<file path="src/logic/aps_pkg.sv">
// package: constants and types for the amplifier protection sequencer
package aps_pkg;
	localparam int unsigned CLK_HZ          = 40000000;
	localparam int unsigned RESTART_MS      = 100;
	localparam int unsigned RESTART_CYCLES  = CLK_HZ / 1000 * RESTART_MS;
	localparam int unsigned TIMER_W         = 23;
	localparam logic [22:0] TIMER_ZERO      = 23'h000000;
	localparam logic [22:0] TIMER_ONE       = 23'h000001;
	localparam int unsigned NUM_CH          = 2;
	localparam logic        FAULT_FLAG_PIN_ACTIVE     = 1'b0;

	typedef enum logic [2:0] {
		APS_SLEEP,
		APS_CHARGE,
		APS_WINDOW,
		APS_MUTE,
		APS_OPERATE,
		APS_FAULT_WAIT,
		APS_FAULT_HOLD
	} aps_state_e;
endpackage : aps_pkg

</file>
<file path="src/logic/aps_restart_timer.sv">
// module: reloadable countdown for the restart delay
`timescale 1ns/1ps
module aps_restart_timer #(
	parameter int unsigned CYCLES = aps_pkg::RESTART_CYCLES
) (
	// clock and reset
	input  wire logic                        mclk_i,
	input  wire logic                        srst_i,
	// control
	input  wire logic                        load_i,
	// status
	output logic                             done_o
);
	import aps_pkg::*;

	// the counter cannot hold a longer delay, and one cycle is no delay
	if (CYCLES < 2 || CYCLES >= (1 << TIMER_W))
	begin : g_bad_cycles
		$error("aps_restart_timer: CYCLES out of range");
	end

	localparam logic [TIMER_W-1:0] LOAD_VAL = TIMER_W'(CYCLES - 1);

	logic [TIMER_W-1:0] count_reg;
	logic               done_reg;
	wire                at_zero = (count_reg == TIMER_ZERO);

	// reload on any new fault so the delay counts from the last event
	always_ff @(posedge mclk_i)
	begin
		if (srst_i || load_i)
			count_reg <= LOAD_VAL;
		else if (!at_zero)
			count_reg <= count_reg - TIMER_ONE;
	end

	always_ff @(posedge mclk_i)
	begin
		if (srst_i || load_i)
			done_reg <= 1'b0;
		else
			done_reg <= (count_reg == TIMER_ONE) || at_zero;
	end

	assign done_o = done_reg;

	AST_RELOAD_CLEARS_DONE: assert property (@(posedge mclk_i) disable iff (srst_i)
		load_i |=> !done_o) else $error("done seen right after reload");
endmodule : aps_restart_timer

</file>
<file path="src/logic/aps_seq.sv">
// module: fault protection and restart sequencer, top level
`timescale 1ns/1ps
// Function
// - over-temperature disables power stage immediately
// - overcurrent clamps to limit, keeps switching
// - load short: off, restart 100 ms after clear
// - rail short: off, wait 100ms, window check
// - impedance drop only limits, never switches off
// - window check before mute; hold while shorted
// - undervoltage: silent shutdown, restart after 100ms
// - overvoltage: stages off, restart after 100ms
// - rail imbalance outside window raises fault
// - symmetric imbalance releases within 6 percent
// - ocp/window resume on clear, others 100 ms after clear
// - fault_flag_pin pin low from a shutdown fault until restart delay ends, not for ocp or window hold
// - external low on fault_flag_pin forces fault
// - half-supply buffers only asymmetric, when awake
// - switching waits for capacitors charged
// - wake/unmute pins select sleep, mute, operate
// - mute: idle switching, input stages off
module aps_seq #(
	parameter int unsigned RESTART_CYCLES = aps_pkg::RESTART_CYCLES
) (
	// clock and reset
	input  wire logic mclk_i,
	input  wire logic srst_i,
	// host mode pins
	input  wire logic wake_select_i,
	input  wire logic audio_unmute_select_i,
	// open-drain diagnostic pin
	input  wire logic fault_flag_pin_i,
	output logic      fault_flag_pin_o,
	output logic      fault_flag_pin_oe_o,
	// analog fault indications
	input  wire logic over_temp_i,
	input  wire logic over_current_i,
	input  wire logic load_short_i,
	input  wire logic rail_short_i,
	input  wire logic low_supply_guard_i,
	input  wire logic high_supply_guard_i,
	input  wire logic imbalance_outside_i,
	input  wire logic imbalance_within_6pct_i,
	input  wire logic heat_gain_reduction_i,
	input  wire logic outputs_open_i,
	input  wire logic caps_charged_i,
	// configuration
	input  wire logic symmetric_supply_i,
	// power stage control
	output logic      power_stage_en_o,
	output logic      current_limit_o,
	output logic      input_stage_en_o,
	output logic      idle_switch_o,
	output logic      window_check_o,
	output logic      half_supply_out_ch1_o,
	output logic      half_supply_out_ch2_o,
	output logic      midrail_ref_out_o,
	output logic      imbalance_fault_o
);
	import aps_pkg::*;

	aps_state_e state_reg;
	aps_state_e state_next;
	logic       imb_reg;
	logic       imb_next;
	logic       pstage_reg;
	logic       limit_reg;
	logic       instage_reg;
	logic       idle_reg;
	logic       win_reg;
	logic       hsup_reg;
	logic       ref_reg;
	logic       fault_flag_pin_low_reg;
	logic       timer_done;

	// ----------------------------------------------------------------
	// fault decode
	// ----------------------------------------------------------------
	// imbalance sets outside the window; symmetric supply needs 6 %
	assign imb_next = imbalance_outside_i ? 1'b1 :
		(!imb_reg) ? 1'b0 :
		(symmetric_supply_i ? imbalance_within_6pct_i ? 1'b0 : 1'b1
		: 1'b0);

	// over_current alone is an impedance drop: limit only
	// imbalance acts in the cycle it is seen, like the other faults
	wire periodic_fault = over_temp_i | low_supply_guard_i |
		high_supply_guard_i | imb_next;
	wire short_fault    = load_short_i | rail_short_i;
	wire ext_fault      = (fault_flag_pin_i == FAULT_FLAG_PIN_ACTIVE) &
		!fault_flag_pin_low_reg;
	wire any_fault      = periodic_fault | short_fault | ext_fault;
	// held in reload while a fault stands: the delay runs from the clear
	wire timer_load     = any_fault | (state_reg == APS_SLEEP);
	wire awake          = wake_select_i;

	// ----------------------------------------------------------------
	// restart delay
	// ----------------------------------------------------------------
	aps_restart_timer #(
		.CYCLES (RESTART_CYCLES)
	) u_timer (
		.mclk_i (mclk_i),
		.srst_i (srst_i),
		.load_i (timer_load),
		.done_o (timer_done)
	);

	// ----------------------------------------------------------------
	// sequencer
	// ----------------------------------------------------------------
	always_comb
	begin
		state_next = state_reg;
		unique case (state_reg)
			APS_SLEEP:
				if (awake)
					state_next = APS_CHARGE;
			APS_CHARGE:
				if (any_fault)
					state_next = APS_FAULT_HOLD;
				else if (caps_charged_i)
					state_next = APS_WINDOW;
			APS_WINDOW:
				if (any_fault)
					state_next = APS_FAULT_HOLD;
				else if (outputs_open_i)
					state_next = APS_MUTE;
			APS_MUTE, APS_OPERATE:
				if (any_fault)
					state_next = APS_FAULT_HOLD;
				else
					state_next = audio_unmute_select_i ?
						APS_OPERATE : APS_MUTE;
			APS_FAULT_HOLD:
				if (!any_fault)
					state_next = APS_FAULT_WAIT;
			APS_FAULT_WAIT:
				if (any_fault)
					state_next = APS_FAULT_HOLD;
				else if (timer_done)
					state_next = APS_WINDOW;
		endcase
		if (!awake)
			state_next = APS_SLEEP;
	end

	always_ff @(posedge mclk_i)
	begin
		if (srst_i)
		begin
			state_reg       <= APS_SLEEP;
			imb_reg         <= 1'b0;
		end
		else
		begin
			state_reg       <= state_next;
			imb_reg         <= awake & imb_next;
		end
	end

	// ----------------------------------------------------------------
	// registered outputs
	// ----------------------------------------------------------------
	wire run_next  = (state_next == APS_MUTE) | (state_next == APS_OPERATE);
	// over-temperature cuts in the same cycle it is seen
	wire pst_next  = run_next & !over_temp_i & !any_fault;
	wire lim_next  = run_next & over_current_i & !short_fault;
	wire ins_next  = (state_next == APS_OPERATE) & pst_next;
	wire idle_next = (state_next == APS_MUTE) & pst_next;
	wire win_next  = (state_next == APS_WINDOW);
	wire hs_next   = awake & !symmetric_supply_i;
	// the pin we pull low ourselves is not read back as a fault
	wire fault_flag_pin_next = awake & (any_fault |
		(state_next == APS_FAULT_HOLD) |
		(state_next == APS_FAULT_WAIT));
	// external pull-down alone: we do not hold the pin ourselves
	wire ext_fault_only = ext_fault & !periodic_fault & !short_fault;

	always_ff @(posedge mclk_i)
	begin
		if (srst_i)
		begin
			pstage_reg   <= 1'b0;
			limit_reg    <= 1'b0;
			instage_reg  <= 1'b0;
			idle_reg     <= 1'b0;
			win_reg      <= 1'b0;
			hsup_reg     <= 1'b0;
			ref_reg      <= 1'b0;
			fault_flag_pin_low_reg <= 1'b0;
		end
		else
		begin
			pstage_reg   <= pst_next;
			limit_reg    <= lim_next;
			instage_reg  <= ins_next;
			idle_reg     <= idle_next;
			win_reg      <= win_next;
			hsup_reg     <= hs_next;
			ref_reg      <= awake;
			fault_flag_pin_low_reg <= fault_flag_pin_next & !ext_fault_only;
		end
	end

	assign power_stage_en_o      = pstage_reg;
	assign current_limit_o       = limit_reg;
	assign input_stage_en_o      = instage_reg;
	assign idle_switch_o         = idle_reg;
	assign window_check_o        = win_reg;
	assign half_supply_out_ch1_o = hsup_reg;
	assign half_supply_out_ch2_o = hsup_reg;
	assign midrail_ref_out_o     = ref_reg;
	assign imbalance_fault_o     = imb_reg;
	assign fault_flag_pin_o      = FAULT_FLAG_PIN_ACTIVE;
	assign fault_flag_pin_oe_o   = fault_flag_pin_low_reg;

	// ----------------------------------------------------------------
	// checks
	// ----------------------------------------------------------------
	AST_OTP_CUTS: assert property (@(posedge mclk_i) disable iff (srst_i)
		over_temp_i |=> !power_stage_en_o) else $error("otp no cut");
	AST_LIMIT_KEEPS_ON: assert property (@(posedge mclk_i)
		disable iff (srst_i)
		current_limit_o |-> power_stage_en_o) else $error("limit off");
	AST_SHORT_OFF: assert property (@(posedge mclk_i) disable iff (srst_i)
		(load_short_i | rail_short_i) |=> !power_stage_en_o)
		else $error("short not off");
	AST_UV_OFF: assert property (@(posedge mclk_i) disable iff (srst_i)
		low_supply_guard_i |=> !power_stage_en_o) else $error("uv");
	AST_OV_OFF: assert property (@(posedge mclk_i) disable iff (srst_i)
		high_supply_guard_i |=> !power_stage_en_o) else $error("ov");
	AST_IMB_SET: assert property (@(posedge mclk_i) disable iff (srst_i)
		(wake_select_i & imbalance_outside_i) |=> imbalance_fault_o)
		else $error("imbalance not flagged");
	AST_FAULT_FLAG_PIN_LOW: assert property (@(posedge mclk_i) disable iff (srst_i)
		(wake_select_i & over_temp_i) |=> fault_flag_pin_oe_o)
		else $error("fault_flag_pin not pulled");
	AST_SLEEP: assert property (@(posedge mclk_i) disable iff (srst_i)
		!wake_select_i |=> (!power_stage_en_o && !fault_flag_pin_oe_o))
		else $error("not asleep");
	AST_HALF_SUPPLY: assert property (@(posedge mclk_i) disable iff (srst_i)
		symmetric_supply_i |=> !half_supply_out_ch1_o)
		else $error("half supply on");
	AST_GAIN_NO_FAULT_FLAG_PIN: assert property (@(posedge mclk_i) disable iff (srst_i)
		(heat_gain_reduction_i & !fault_flag_pin_next) |=> !fault_flag_pin_oe_o)
		else $error("fault_flag_pin pulled on gain reduction");

	COV_OPERATE: cover property (@(posedge mclk_i) state_reg == APS_OPERATE);
	COV_RETRY: cover property (@(posedge mclk_i)
		state_reg == APS_FAULT_WAIT ##1 state_reg == APS_WINDOW);
	COV_LIMIT: cover property (@(posedge mclk_i) current_limit_o);
endmodule : aps_seq

</file>
<file path="config.mk">
export PLATFORM = sky130hd
export DESIGN_NAME = aps_seq
export DESIGN_NICKNAME = d
export VERILOG_FILES = /design/src/logic/aps_pkg.sv /design/src/logic/aps_restart_timer.sv /design/src/logic/aps_seq.sv
export SDC_FILE = /design/constraint.sdc
export NUM_CORES = 1
export LEC_CHECK = 0
export BUFFER_PORTS_ARGS = -buffer_cell sky130_fd_sc_hd__buf_2
export CORE_MARGIN = 2
export CORE_UTILIZATION = 40
export DETAILED_ROUTE_END_ITERATION = 7
export GPL_ROUTABILITY_DRIVEN = 1
export PLACE_DENSITY = 0.69
export SETUP_SLACK_MARGIN = 0.02
export SYNTH_ARGS = -nofsm -noshare
export SYNTH_HDL_FRONTEND = slang
export SYNTH_SLANG_ARGS = --single-unit
export TNS_END_PERCENT = 20
</file>
<file path="constraint.sdc">
create_clock -name mclk_i -period 4.73 [get_ports mclk_i]
set_clock_uncertainty 0.1 [all_clocks]
set_input_delay 0.2365 -clock mclk_i [delete_from_list [all_inputs] [get_ports mclk_i]]
set_output_delay 0.2365 -clock mclk_i [all_outputs]
set_load 0.03 [all_outputs]
</file>
==> metrics.cfg, run 1 <==
[yosys]
syn_nets = 233
ys_warn_count = 0
seq_area_frac_synth = 0.393
synth_seq_cells = 36
async_flop_share = 0
synth_edf_count = 0
synth.cell_area_sq_um = 1840
synth_cell_types = 55
syn_inst = 214
ys.flop_type = dfxtp_1
synth.avg_cell_area_sq_um = 8.58

[drt]
drtIter0Drc = 99
antenna_left = 0
drcViolationCount = 0
routed_wl_um = 3530
wl_per_cell_um = 12.3
dr.pass1.iters = 4
routed_via_density = 5.52
via_count = 1591

[layout]
largest_reg_flops = 23
nets = 254
drive_above_1_share = 0.199
stdcell_area_sq_um = 2080
multi_input_area_sq_um = 1010
diodes = 0
syn2layout_area_growth_pct = 13.1
fillers = 441
utilization = 0.473
register_area_sq_um = 721

[timing]
period_share = 0.588
hold_violations = 0
max_slew_margin = 0.230
worstMarginPinSlew_ps = 1150
tns_ps = 0
layout_min_cycle_time_ps = 2780
max_freq_mhz = 359
timing.hold.ws_ps = 107
rsz0062_at_grt = false
maxSlewViolCount = 0
final-setup-viol-count = 0

[clock_tree]
clk_pin_slew_ps = 70
cts_tree = built
ctsRootBufferMaster = clkbuf_8
clockBufferDepth = 2
cts.sink_count = 36
numCtsBuffers = 5
insertion_delay_ps = 290
cts_resized = 0
h-tree-depth = 2

[placement]
dpl_cell_area_sq_um = 1950
gp_routability_congestion = 0.777
dp_hpwl_um = 2550
io_buffers = 25

[global_routing]
antenna_found_initial = 0
grt_pass1_wl_um = 6220
grt_max_degree = 18
grt_pass1_vias = 1428
grt_overflow = 0
track_usage = 0.153

[floorplanning]
core_area_sq_um = 4380
fp-row-count = 24
dieWidth_um = 71.7
start_util = 0.419
die_h_um = 71.7
ioPinCount = 28
die_area_sq_um = 5150

[worst_setup_path]
start_kind = flop
r2r_cells = 5
crit_path_end = u_timer.count_reg[9]$_SDFFE_PP0N_
cp_data_required_time_ps = 4840
path_class = reg2reg
rr_endpoint = u_timer.count_reg[9]$_SDFFE_PP0N_
reg2reg_from = u_timer.count_reg[6]$_SDFFE_PP1N_
r2r_slack_ps = 1950
end_kind = flop
critPathArrivalTime_ps = 2890
cp_max_fo = 12
startpoint = u_timer.count_reg[6]$_SDFFE_PP1N_

[flow_run]
drv_cap = 0

[power]
seq_power_share = 0.502
switchingPower_mw = 0.138
comb_power_share = 0.062
vdd_drop_max_v = 0.000170
p_int_mw = 0.478
switching_share = 0.224
p_leak_nw = 0.795
powerDensity_nw_per_um2 = 297
clockPowerShare = 0.435

[hold_path]
hp-class = in2reg

[status]
status = complete, no violations

how the worst min path moves through the flow:
stage | end | depth (start not counted) | startpoint
detailed placement | half_supply_out_ch1_o$_SDFF_PP0_ | 2 | symmetric_supply_i
finish | imbalance_fault_o$_SDFF_PP0_ | 3 | imbalance_outside_i
CTS | imbalance_fault_o$_SDFF_PP0_ | 3 | imbalance_outside_i
floorplan | half_supply_out_ch1_o$_SDFF_PP0_ | 1 | symmetric_supply_i
global placement | half_supply_out_ch1_o$_SDFF_PP0_ | 2 | symmetric_supply_i
global route | current_limit_o$_SDFF_PP0_ | 3 | over_current_i
synthesized netlist by cell type (all sizes together), types with 3 or more instances:
library cell  count  area (sq um)
buf               7          52.5
nor3             10          50.1
nand2            19          71.3
and3              5          31.3
nand3             7          35.0
or3               9          62.6
nand2b            3          18.8
a21oi            12          60.1
xor2              4          35.0
or2               3          18.8
dfxtp            36           721
o31ai             6          58.8
inv               8          30.0
nand4             3          25.0
clkbuf            5          18.8
or4               5          37.5
xnor2             4          35.0
nor2             18          67.6
nor4              6          58.8
o21ai            12          60.1
cell families (layout without fill, tap and decap cells):
group / Yosys count / after routing / synth area share
compound gates: 48 / 48 / 0.181
xor+xnor: 8 / 8 / 0.0382
fa+ha+maj: 2 / 2 / 0.0136
buf+inv: 20 / 42 / 0.0552
flops: 36 / 36 / 0.393
mux: 3 / 3 / 0.0177
other cells: 1 / 1 / 0.00204
simple gates: 96 / 96 / 0.299
metrics by stage:
step / setup slack (ps) / instances / total power [mW]
finish: 1950 / 288 / 0.616
CTS: 1870 / 288 / 0.625
detailed placement: 1930 / 279 / 0.354
global route: 1490 / 288 / 0.643
floorplan: 2830 / 214 / 0.342
global placement: 2040 / 279 / 0.354
cells in the final DEF, fill, tap and decap left out, drive strengths merged, types with 2 or more instances in the layout:
master / n
a21boi: 2
a21oi: 12
and3: 5
buf: 25
clkbuf: 5
dfxtp: 36
ha: 2
inv: 8
mux2: 2
nand2: 19
nand2b: 3
nand3: 7
nand4: 3
nor2: 18
nor2b: 2
nor3: 10
nor4: 6
o211a: 2
o21ai: 12
o22a: 2
o311ai: 2
o31ai: 6
or2: 3
or3: 9
or4: 5
xnor2: 4
xor2: 4
power by group through the flow:
stage	logic, mW	clock network [mW]	registers, mW
6_report	0.0385	0.268	0.309
5_1_grt	0.0431	0.290	0.310
4_1_cts	0.0383	0.278	0.309
3_5_place_dp	0.0375	0	0.316
3_3_place_gp	0.0372	0	0.316
2_1_floorplan	0.0240	0	0.318
routing by layer:
layer / global-route usage / share of wire
met1: 0.204 / 0.49
met2: 0.228 / 0.44
met3: 0.0408 / 0.061
met4: 0.0734 / 0.012
met5: 0 / 0
cell type report:
cell class              count  area share
flip-flops and latches     36       0.347
clock inverters             3      0.0205
repair buffers             26      0.0651
inverters                   8      0.0145
well taps                  52      0.0313
multi-input cells         158       0.488
clock buffers               5      0.0332
worst max-delay path, stage by stage (launching register included):
cell and delay [ps]:
dfxtp_1 330, nor3_1 440, nand4_2 400, o31ai_1 1050
o21ai_0 190, a21oi_1 190
what timing repair did:
action | 4_1_cts | 5_1_grt
setup endpoints to repair | 0 | 0
hold endpoints to repair | 1 | 0
hold buffers | 1 | 0
setup buffers | 0 | 0
Power figures use the tool's default switching activity.
==> run 2, diff against run 1 <==
ABC_AREA = 1   (was not set)
PLACE_DENSITY = 0.68   (was 0.69)
clock period = 2.7 ns   (was 4.73 ns; I/O delays follow)
==> metrics.cfg, run 2 <==
[timing]
final-setup-viol-count = 0  ; unchanged
tns_ps = 0  ; unchanged
period_share = 0.748  ; +0.159
worstMarginPinSlew_ps = 564  ; -581 ps
maxSlewViolCount = 0  ; unchanged
max_freq_mhz = 495  ; +38%
max_slew_margin = 0.621  ; +0.391
rsz0062_at_grt = false
layout_min_cycle_time_ps = 2020  ; -764 ps
hold_violations = 0  ; unchanged

[worst_setup_path]
crit_family = simple AND/OR/NAND/NOR gates
cp_common_cell = nand2_1
cp_data_required_time_ps = 2780  ; -2060 ps
critPathArrivalTime_ps = 2100  ; -790 ps
cp_cell_sequence = inv_1, ha_1, inv_1, nor2_4, nand2_2, nor2_2, nand2_1, nand2_2, nor2_2, nand2_1, nor2_1, nor2_1, nand2_1
slowest_delay_ps = 340  ; -710 ps
cp_max_fo = 6  ; -6
end_kind = flop
path_buf_inv = 2  ; +2
start_kind = flop
path_class = reg2reg
cp_slowest_cell = dfxtp_1

[layout]
drive_above_1_share = 0.226  ; +0.0270
nets = 332  ; +31%
syn2layout_area_growth_pct = 16.9
layout_commonest_cell = nand2_1
fillers = 483  ; +9.5%
utilization = 0.487  ; +0.0132
layout.cells.most_common_list = nand2_1 (51), nor2_1 (40), inv_1 (38)
largest_reg_flops = 23  ; unchanged
diodes = 0  ; unchanged

[flow_run]
drv_cap = 0  ; unchanged

[floorplanning]
die_area_sq_um = 5490  ; +6.7%
die_h_um = 74.1  ; +3.3%
core_area_sq_um = 4720  ; +7.7%
fp-row-count = 25  ; +4.2%
ioPinCount = 28  ; unchanged
start_util = 0.416  ; -0.00251
dieWidth_um = 74.1  ; +3.3%

[power]
powerDensity_nw_per_um2 = 475  ; +60%
vdd_drop_max_v = 0.000264  ; +55%
p_leak_nw = 0.963  ; +21%

[clock_tree]
cts_tree = built
cts.sink_count = 36  ; unchanged
h-tree-depth = 2  ; unchanged
clockBufferDepth = 2  ; unchanged
insertion_delay_ps = 290  ; about the same
numCtsBuffers = 5  ; unchanged
cts_resized = 0  ; unchanged
ctsRootBufferMaster = clkbuf_8
clk_pin_slew_ps = 80  ; about the same

[yosys]
synth_seq_cells = 36  ; unchanged
synth_edf_count = 0  ; unchanged
synth_cell_types = 34  ; -38%
synth.cell_area_sq_um = 1970  ; +7.1%
seq_area_frac_synth = 0.367  ; -0.0260
synth_top_area_share = 0.367  ; -0.0260
ys_top_cells_by_area = dfxtp_1 (37%), nand2_1 (9.7%), nor2_1 (7.6%), inv_1 (7.3%), nand3_1 (3.6%)
yosysMostFrequentCell = nand2_1
ys_warn_count = 0  ; unchanged
synth_common_cells = nand2_1 (51), nor2_1 (40), inv_1 (38), dfxtp_1 (36), nand3_1 (14)
ys.flop_type = dfxtp_1
syn_inst = 280  ; +31%
yosys.area.top_type = dfxtp_1
synth.avg_cell_area_sq_um = 7.02  ; -18%
async_flop_share = 0  ; unchanged
syn_nets = 299  ; +28%

[global_routing]
grt_pass1_vias = 1709  ; +20%
track_usage = 0.172  ; +0.0195
grt_overflow = 0  ; unchanged
antenna_found_initial = 0  ; unchanged
grt_pass1_wl_um = 7310  ; +18%
grt_max_degree = 14  ; -4

[drt]
routed_via_density = 4.72  ; -15%
drtIter0Drc = 64  ; -35%
dr.pass1.iters = 4  ; unchanged
routed_wl_um = 4140  ; +17%
antenna_left = 0  ; unchanged
wl_per_cell_um = 10.9  ; -11%
drcViolationCount = 0  ; unchanged
via_count = 1798  ; +13%

[placement]
gp_routability_congestion = 0.816  ; +5.0%
io_buffers = 25  ; unchanged
dp_hpwl_um = 3210  ; +26%

[hold_path]
hp-class = in2reg

[status]
status = complete, no violations

run 2: cells by family after synthesis:
logic type               share of synthesized area
AND/OR/NAND/NOR                              0.390
buffers and inverters                        0.107
AO/OA/AOI/OAI                                0.113
flip-flops                                   0.367
XOR/XNOR                                   0.00891
adder cells (fa/ha/maj)                     0.0127
other                                      0.00191
run 2: worst paths after layout:
kind | from | cells past startpoint | end | slack, ps
worst min-delay path | imbalance_within_6pct_i | 4 | imbalance_fault_o$_SDFF_PP0_ | 30
worst min register to register | u_timer.count_reg[1]$_SDFFE_PP1N_ | 2 | u_timer.count_reg[1]$_SDFFE_PP1N_ | 380
worst max-delay path | u_timer.count_reg[0]$_SDFFE_PP1N_ | 13 | u_timer.count_reg[18]$_SDFFE_PP1N_ | 680
worst max register to register | u_timer.count_reg[0]$_SDFFE_PP1N_ | 13 | u_timer.count_reg[18]$_SDFFE_PP1N_ | 680
run 2: timing repair:
item | CTS | global route
hold buffers | 5 | 0
setup buffers | 0 | 0
hold endpoints to repair | 7 | 0
run 2: area by class of cell:
class	instances	area, sq um	area share
well taps	67	83.8	0.0365
clock buffers	5	68.8	0.0299
multi-input cells	194	1030	0.450
flip-flops and latches	36	721	0.314
clock inverters	3	42.5	0.0185
inverters	46	173	0.0751
repair buffers	30	175	0.0762
run 2: per-stage QoR:
stage	hold WS, ps	area, sq um	setup slack [ps]	std cells	total power, mW
6_report	33.2	2300	681	381	1.09
5_1_grt	36.7	2300	431	381	1.15
3_5_place_dp	214	2140	691	368	0.629
3_3_place_gp	210	2140	719	368	0.628
2_1_floorplan	107	1970	921	280	0.606
4_1_cts	22.0	2300	675	381	1.11
run 2: worst reg2reg max path, cell delays in order (launching register included):
cell and delay [ps]:
dfxtp_1 340, inv_1 220, ha_1 250, inv_1 100
nor2_4 150, nand2_2 100, nor2_2 150, nand2_1 100
nand2_2 100, nor2_2 60, nand2_1 70, nor2_1 40
nor2_1 90, nand2_1 50
run 2: report_power, final:
group	leakage [nW]	switching (mW)	internal (mW)
registers	0.292	0.00447	0.537
logic	0.617	0.0513	0.0297
clock network	0.0541	0.197	0.273
run 2: routing by layer:
metal | global-route usage | vias up | share of wire
li1 | - | 960 | -
met1 | 0.222 | 806 | 0.50
met2 | 0.283 | 25 | 0.45
met3 | 0.0407 | 7 | 0.032
met4 | 0.0606 | 0 | 0.015
met5 | 0 | - | 0
==> run 3, diff against run 2 <==
PLACE_DENSITY = 0.7   (was 0.68)
clock period = 1.8 ns   (was 2.7 ns; I/O delays follow)
==> metrics.cfg, run 3 (synthesis gave the netlist of run 2 again) <==
[status]
status = complete, no violations

[clock_tree]
ctsRootBufferMaster = clkbuf_8
cts_tree = built
numCtsBuffers = 5  ; unchanged
clk_pin_slew_ps = 80  ; about the same
insertion_delay_ps = 290  ; about the same
h-tree-depth = 2  ; unchanged
clockBufferDepth = 2  ; unchanged
cts.sink_count = 36  ; unchanged
post_cts_buffers = 0  ; unchanged

[global_routing]
grt_max_degree = 14  ; unchanged
antenna_found_initial = 0  ; unchanged
grt_overflow = 0  ; unchanged
grt_pass1_vias = 1704  ; -0.29%
grt_pass1_wl_um = 7300  ; -0.19%
track_usage = 0.174  ; +0.00188

[timing]
max_freq_mhz = 591  ; +19%
rsz0062_at_grt = true
period_share = 0.940  ; +0.192
timing.hold.ws_ps = 34.7  ; +1.50 ps
hold_violations = 0  ; unchanged
layout_min_cycle_time_ps = 1690  ; -327 ps
maxSlewViolCount = 0  ; unchanged
final-setup-viol-count = 0  ; unchanged

[worst_setup_path]
r2r_slack_ps = 110  ; -570 ps
path_class = reg2reg
cp_slowest_cell = dfxtp_1
rr_endpoint = u_timer.count_reg[18]$_SDFFE_PP1N_
cp_max_fo = 3  ; -3
start_kind = flop
end_kind = flop
slowest_delay_ps = 310  ; -30 ps
cp_cell_sequence = inv_1, ha_2, inv_1, nor2_4, nand2_2, nor2_4, nand2_1, nand2_2, nor2_2, nand2_1, nor2_1, nor2_1, nand2_1
critPathArrivalTime_ps = 1780  ; -320 ps
cp_data_required_time_ps = 1890  ; -890 ps
reg2reg_from = u_timer.count_reg[0]$_SDFFE_PP1N_
cp_common_cell = nand2_1
r2r_cells = 13  ; unchanged

[drt]
drcViolationCount = 0  ; unchanged
dr.pass1.iters = 4  ; unchanged
via_count = 1858  ; +3.3%
antenna_left = 0  ; unchanged
routed_wl_um = 4220  ; +1.8%
wl_per_cell_um = 10.9  ; about the same
drtIter0Drc = 85  ; +33%
routed_via_density = 4.79  ; +1.5%

[power]
powerDensity_nw_per_um2 = 694  ; +46%
p_int_mw = 1.26  ; +50%
vdd_drop_max_v = 0.000369  ; +40%
seq_power_share = 0.492  ; -0.003
comb_power_share = 0.076  ; +0.002
p_leak_nw = 0.994  ; +3.2%
switching_share = 0.236  ; +0.00447
clockPowerShare = 0.432  ; about the same
switchingPower_mw = 0.390  ; +54%

[layout]
multi_input_area_sq_um = 1060  ; +2.1%
syn2layout_area_growth_pct = 21.1
layout.cells.most_common_list = nand2_1 (51), nor2_1 (39), inv_1 (37)
largest_reg_flops = 23  ; unchanged
diodes = 0  ; unchanged
register_area_sq_um = 721  ; unchanged
drive_above_1_share = 0.249  ; +0.0231
utilization = 0.504  ; +0.0172
fillers = 455  ; -5.8%
layout_commonest_cell = nand2_1
nets = 339  ; +2.1%

[placement]
gp_routability_congestion = 0.866  ; +6.1%
io_buffers = 25  ; unchanged
dp_hpwl_um = 3240  ; +0.89%

[floorplanning]
core_area_sq_um = 4720  ; unchanged
dieWidth_um = 74.1  ; unchanged
start_util = 0.416  ; unchanged
fp-row-count = 25  ; unchanged
die_area_sq_um = 5490  ; unchanged
die_h_um = 74.1  ; unchanged
ioPinCount = 28  ; unchanged

[hold_path]
whs_endpoint = power_stage_en_o$_SDFF_PP0_
hp-class = in2reg
whs_path_depth = 4  ; unchanged
min_from = over_temp_i

[flow_run]
drv_cap = 0  ; unchanged

## run 3: timing repair
| item | in CTS | in global routing |
|---|---|---|
| resized for setup | 0 | 8 |
| endpoints found under the setup margin | 0 | 19 |
| hold endpoints to repair | 7 | 0 |
| hold buffers | 7 | 0 |
## run 3: metal layers
metal  wire [um]  track usage
met4          93       0.0788
met5           0            0
met1        1940        0.212
met3         206       0.0447
met2        1980        0.290
## run 3: worst max-delay path by stage
stage / start / end / slack (ps) / depth (start not counted)
final: u_timer.count_reg[0]$_SDFFE_PP1N_ / u_timer.count_reg[18]$_SDFFE_PP1N_ / 110 / 13
after global routing: u_timer.count_reg[0]$_SDFFE_PP1N_ / u_timer.count_reg[18]$_SDFFE_PP1N_ / -30 / 13
after CTS: u_timer.count_reg[1]$_SDFFE_PP1N_ / u_timer.count_reg[3]$_SDFFE_PP1N_ / 80 / 10
after detailed placement: u_timer.count_reg[1]$_SDFFE_PP1N_ / u_timer.count_reg[18]$_SDFFE_PP1N_ / 90 / 13
after global placement: u_timer.count_reg[1]$_SDFFE_PP1N_ / u_timer.count_reg[3]$_SDFFE_PP1N_ / 120 / 10
after floorplan: u_timer.count_reg[0]$_SDFFE_PP1N_ / u_timer.count_reg[3]$_SDFFE_PP1N_ / 20 / 10
## run 3: power by group through the flow
stage                     clock, mW  combinational [mW]  sequential (mW)
after floorplan                   0              0.0684            0.841
after global placement            0               0.111            0.831
after detailed placement          0               0.113            0.831
after CTS                     0.723               0.124            0.812
after global routing          0.759               0.142            0.814
final                         0.714               0.125            0.812
## run 3: cell type report
class                      count  area share
clock inverter                 3      0.0179
multi-input combinational    194       0.444
sequential                    36       0.303
inverter                      46      0.0736
clock buffer                   5      0.0289
tap                           67      0.0352
timing repair buffer          37      0.0978
## run 3: critical path: cells and delay by family, from the launching register on
| kind | cells | cell delay [ps] |
|---|---|---|
| simple gates | 10 | 870 |
| flops | 1 | 310 |
| fa+ha+maj | 1 | 170 |
| buf+inv | 2 | 140 |
## run 3: through the flow
stage,setup TNS (ps),setup WS (ps),instance area [sq um],instances,power [mW]
after floorplan,0,20.7,1970,280,0.909
after global placement,0,121,2170,373,0.942
after detailed placement,0,92.2,2170,373,0.944
after CTS,0,84.5,2360,388,1.66
after global routing,-29.9,-25.1,2380,388,1.72
final,0,108,2380,388,1.65
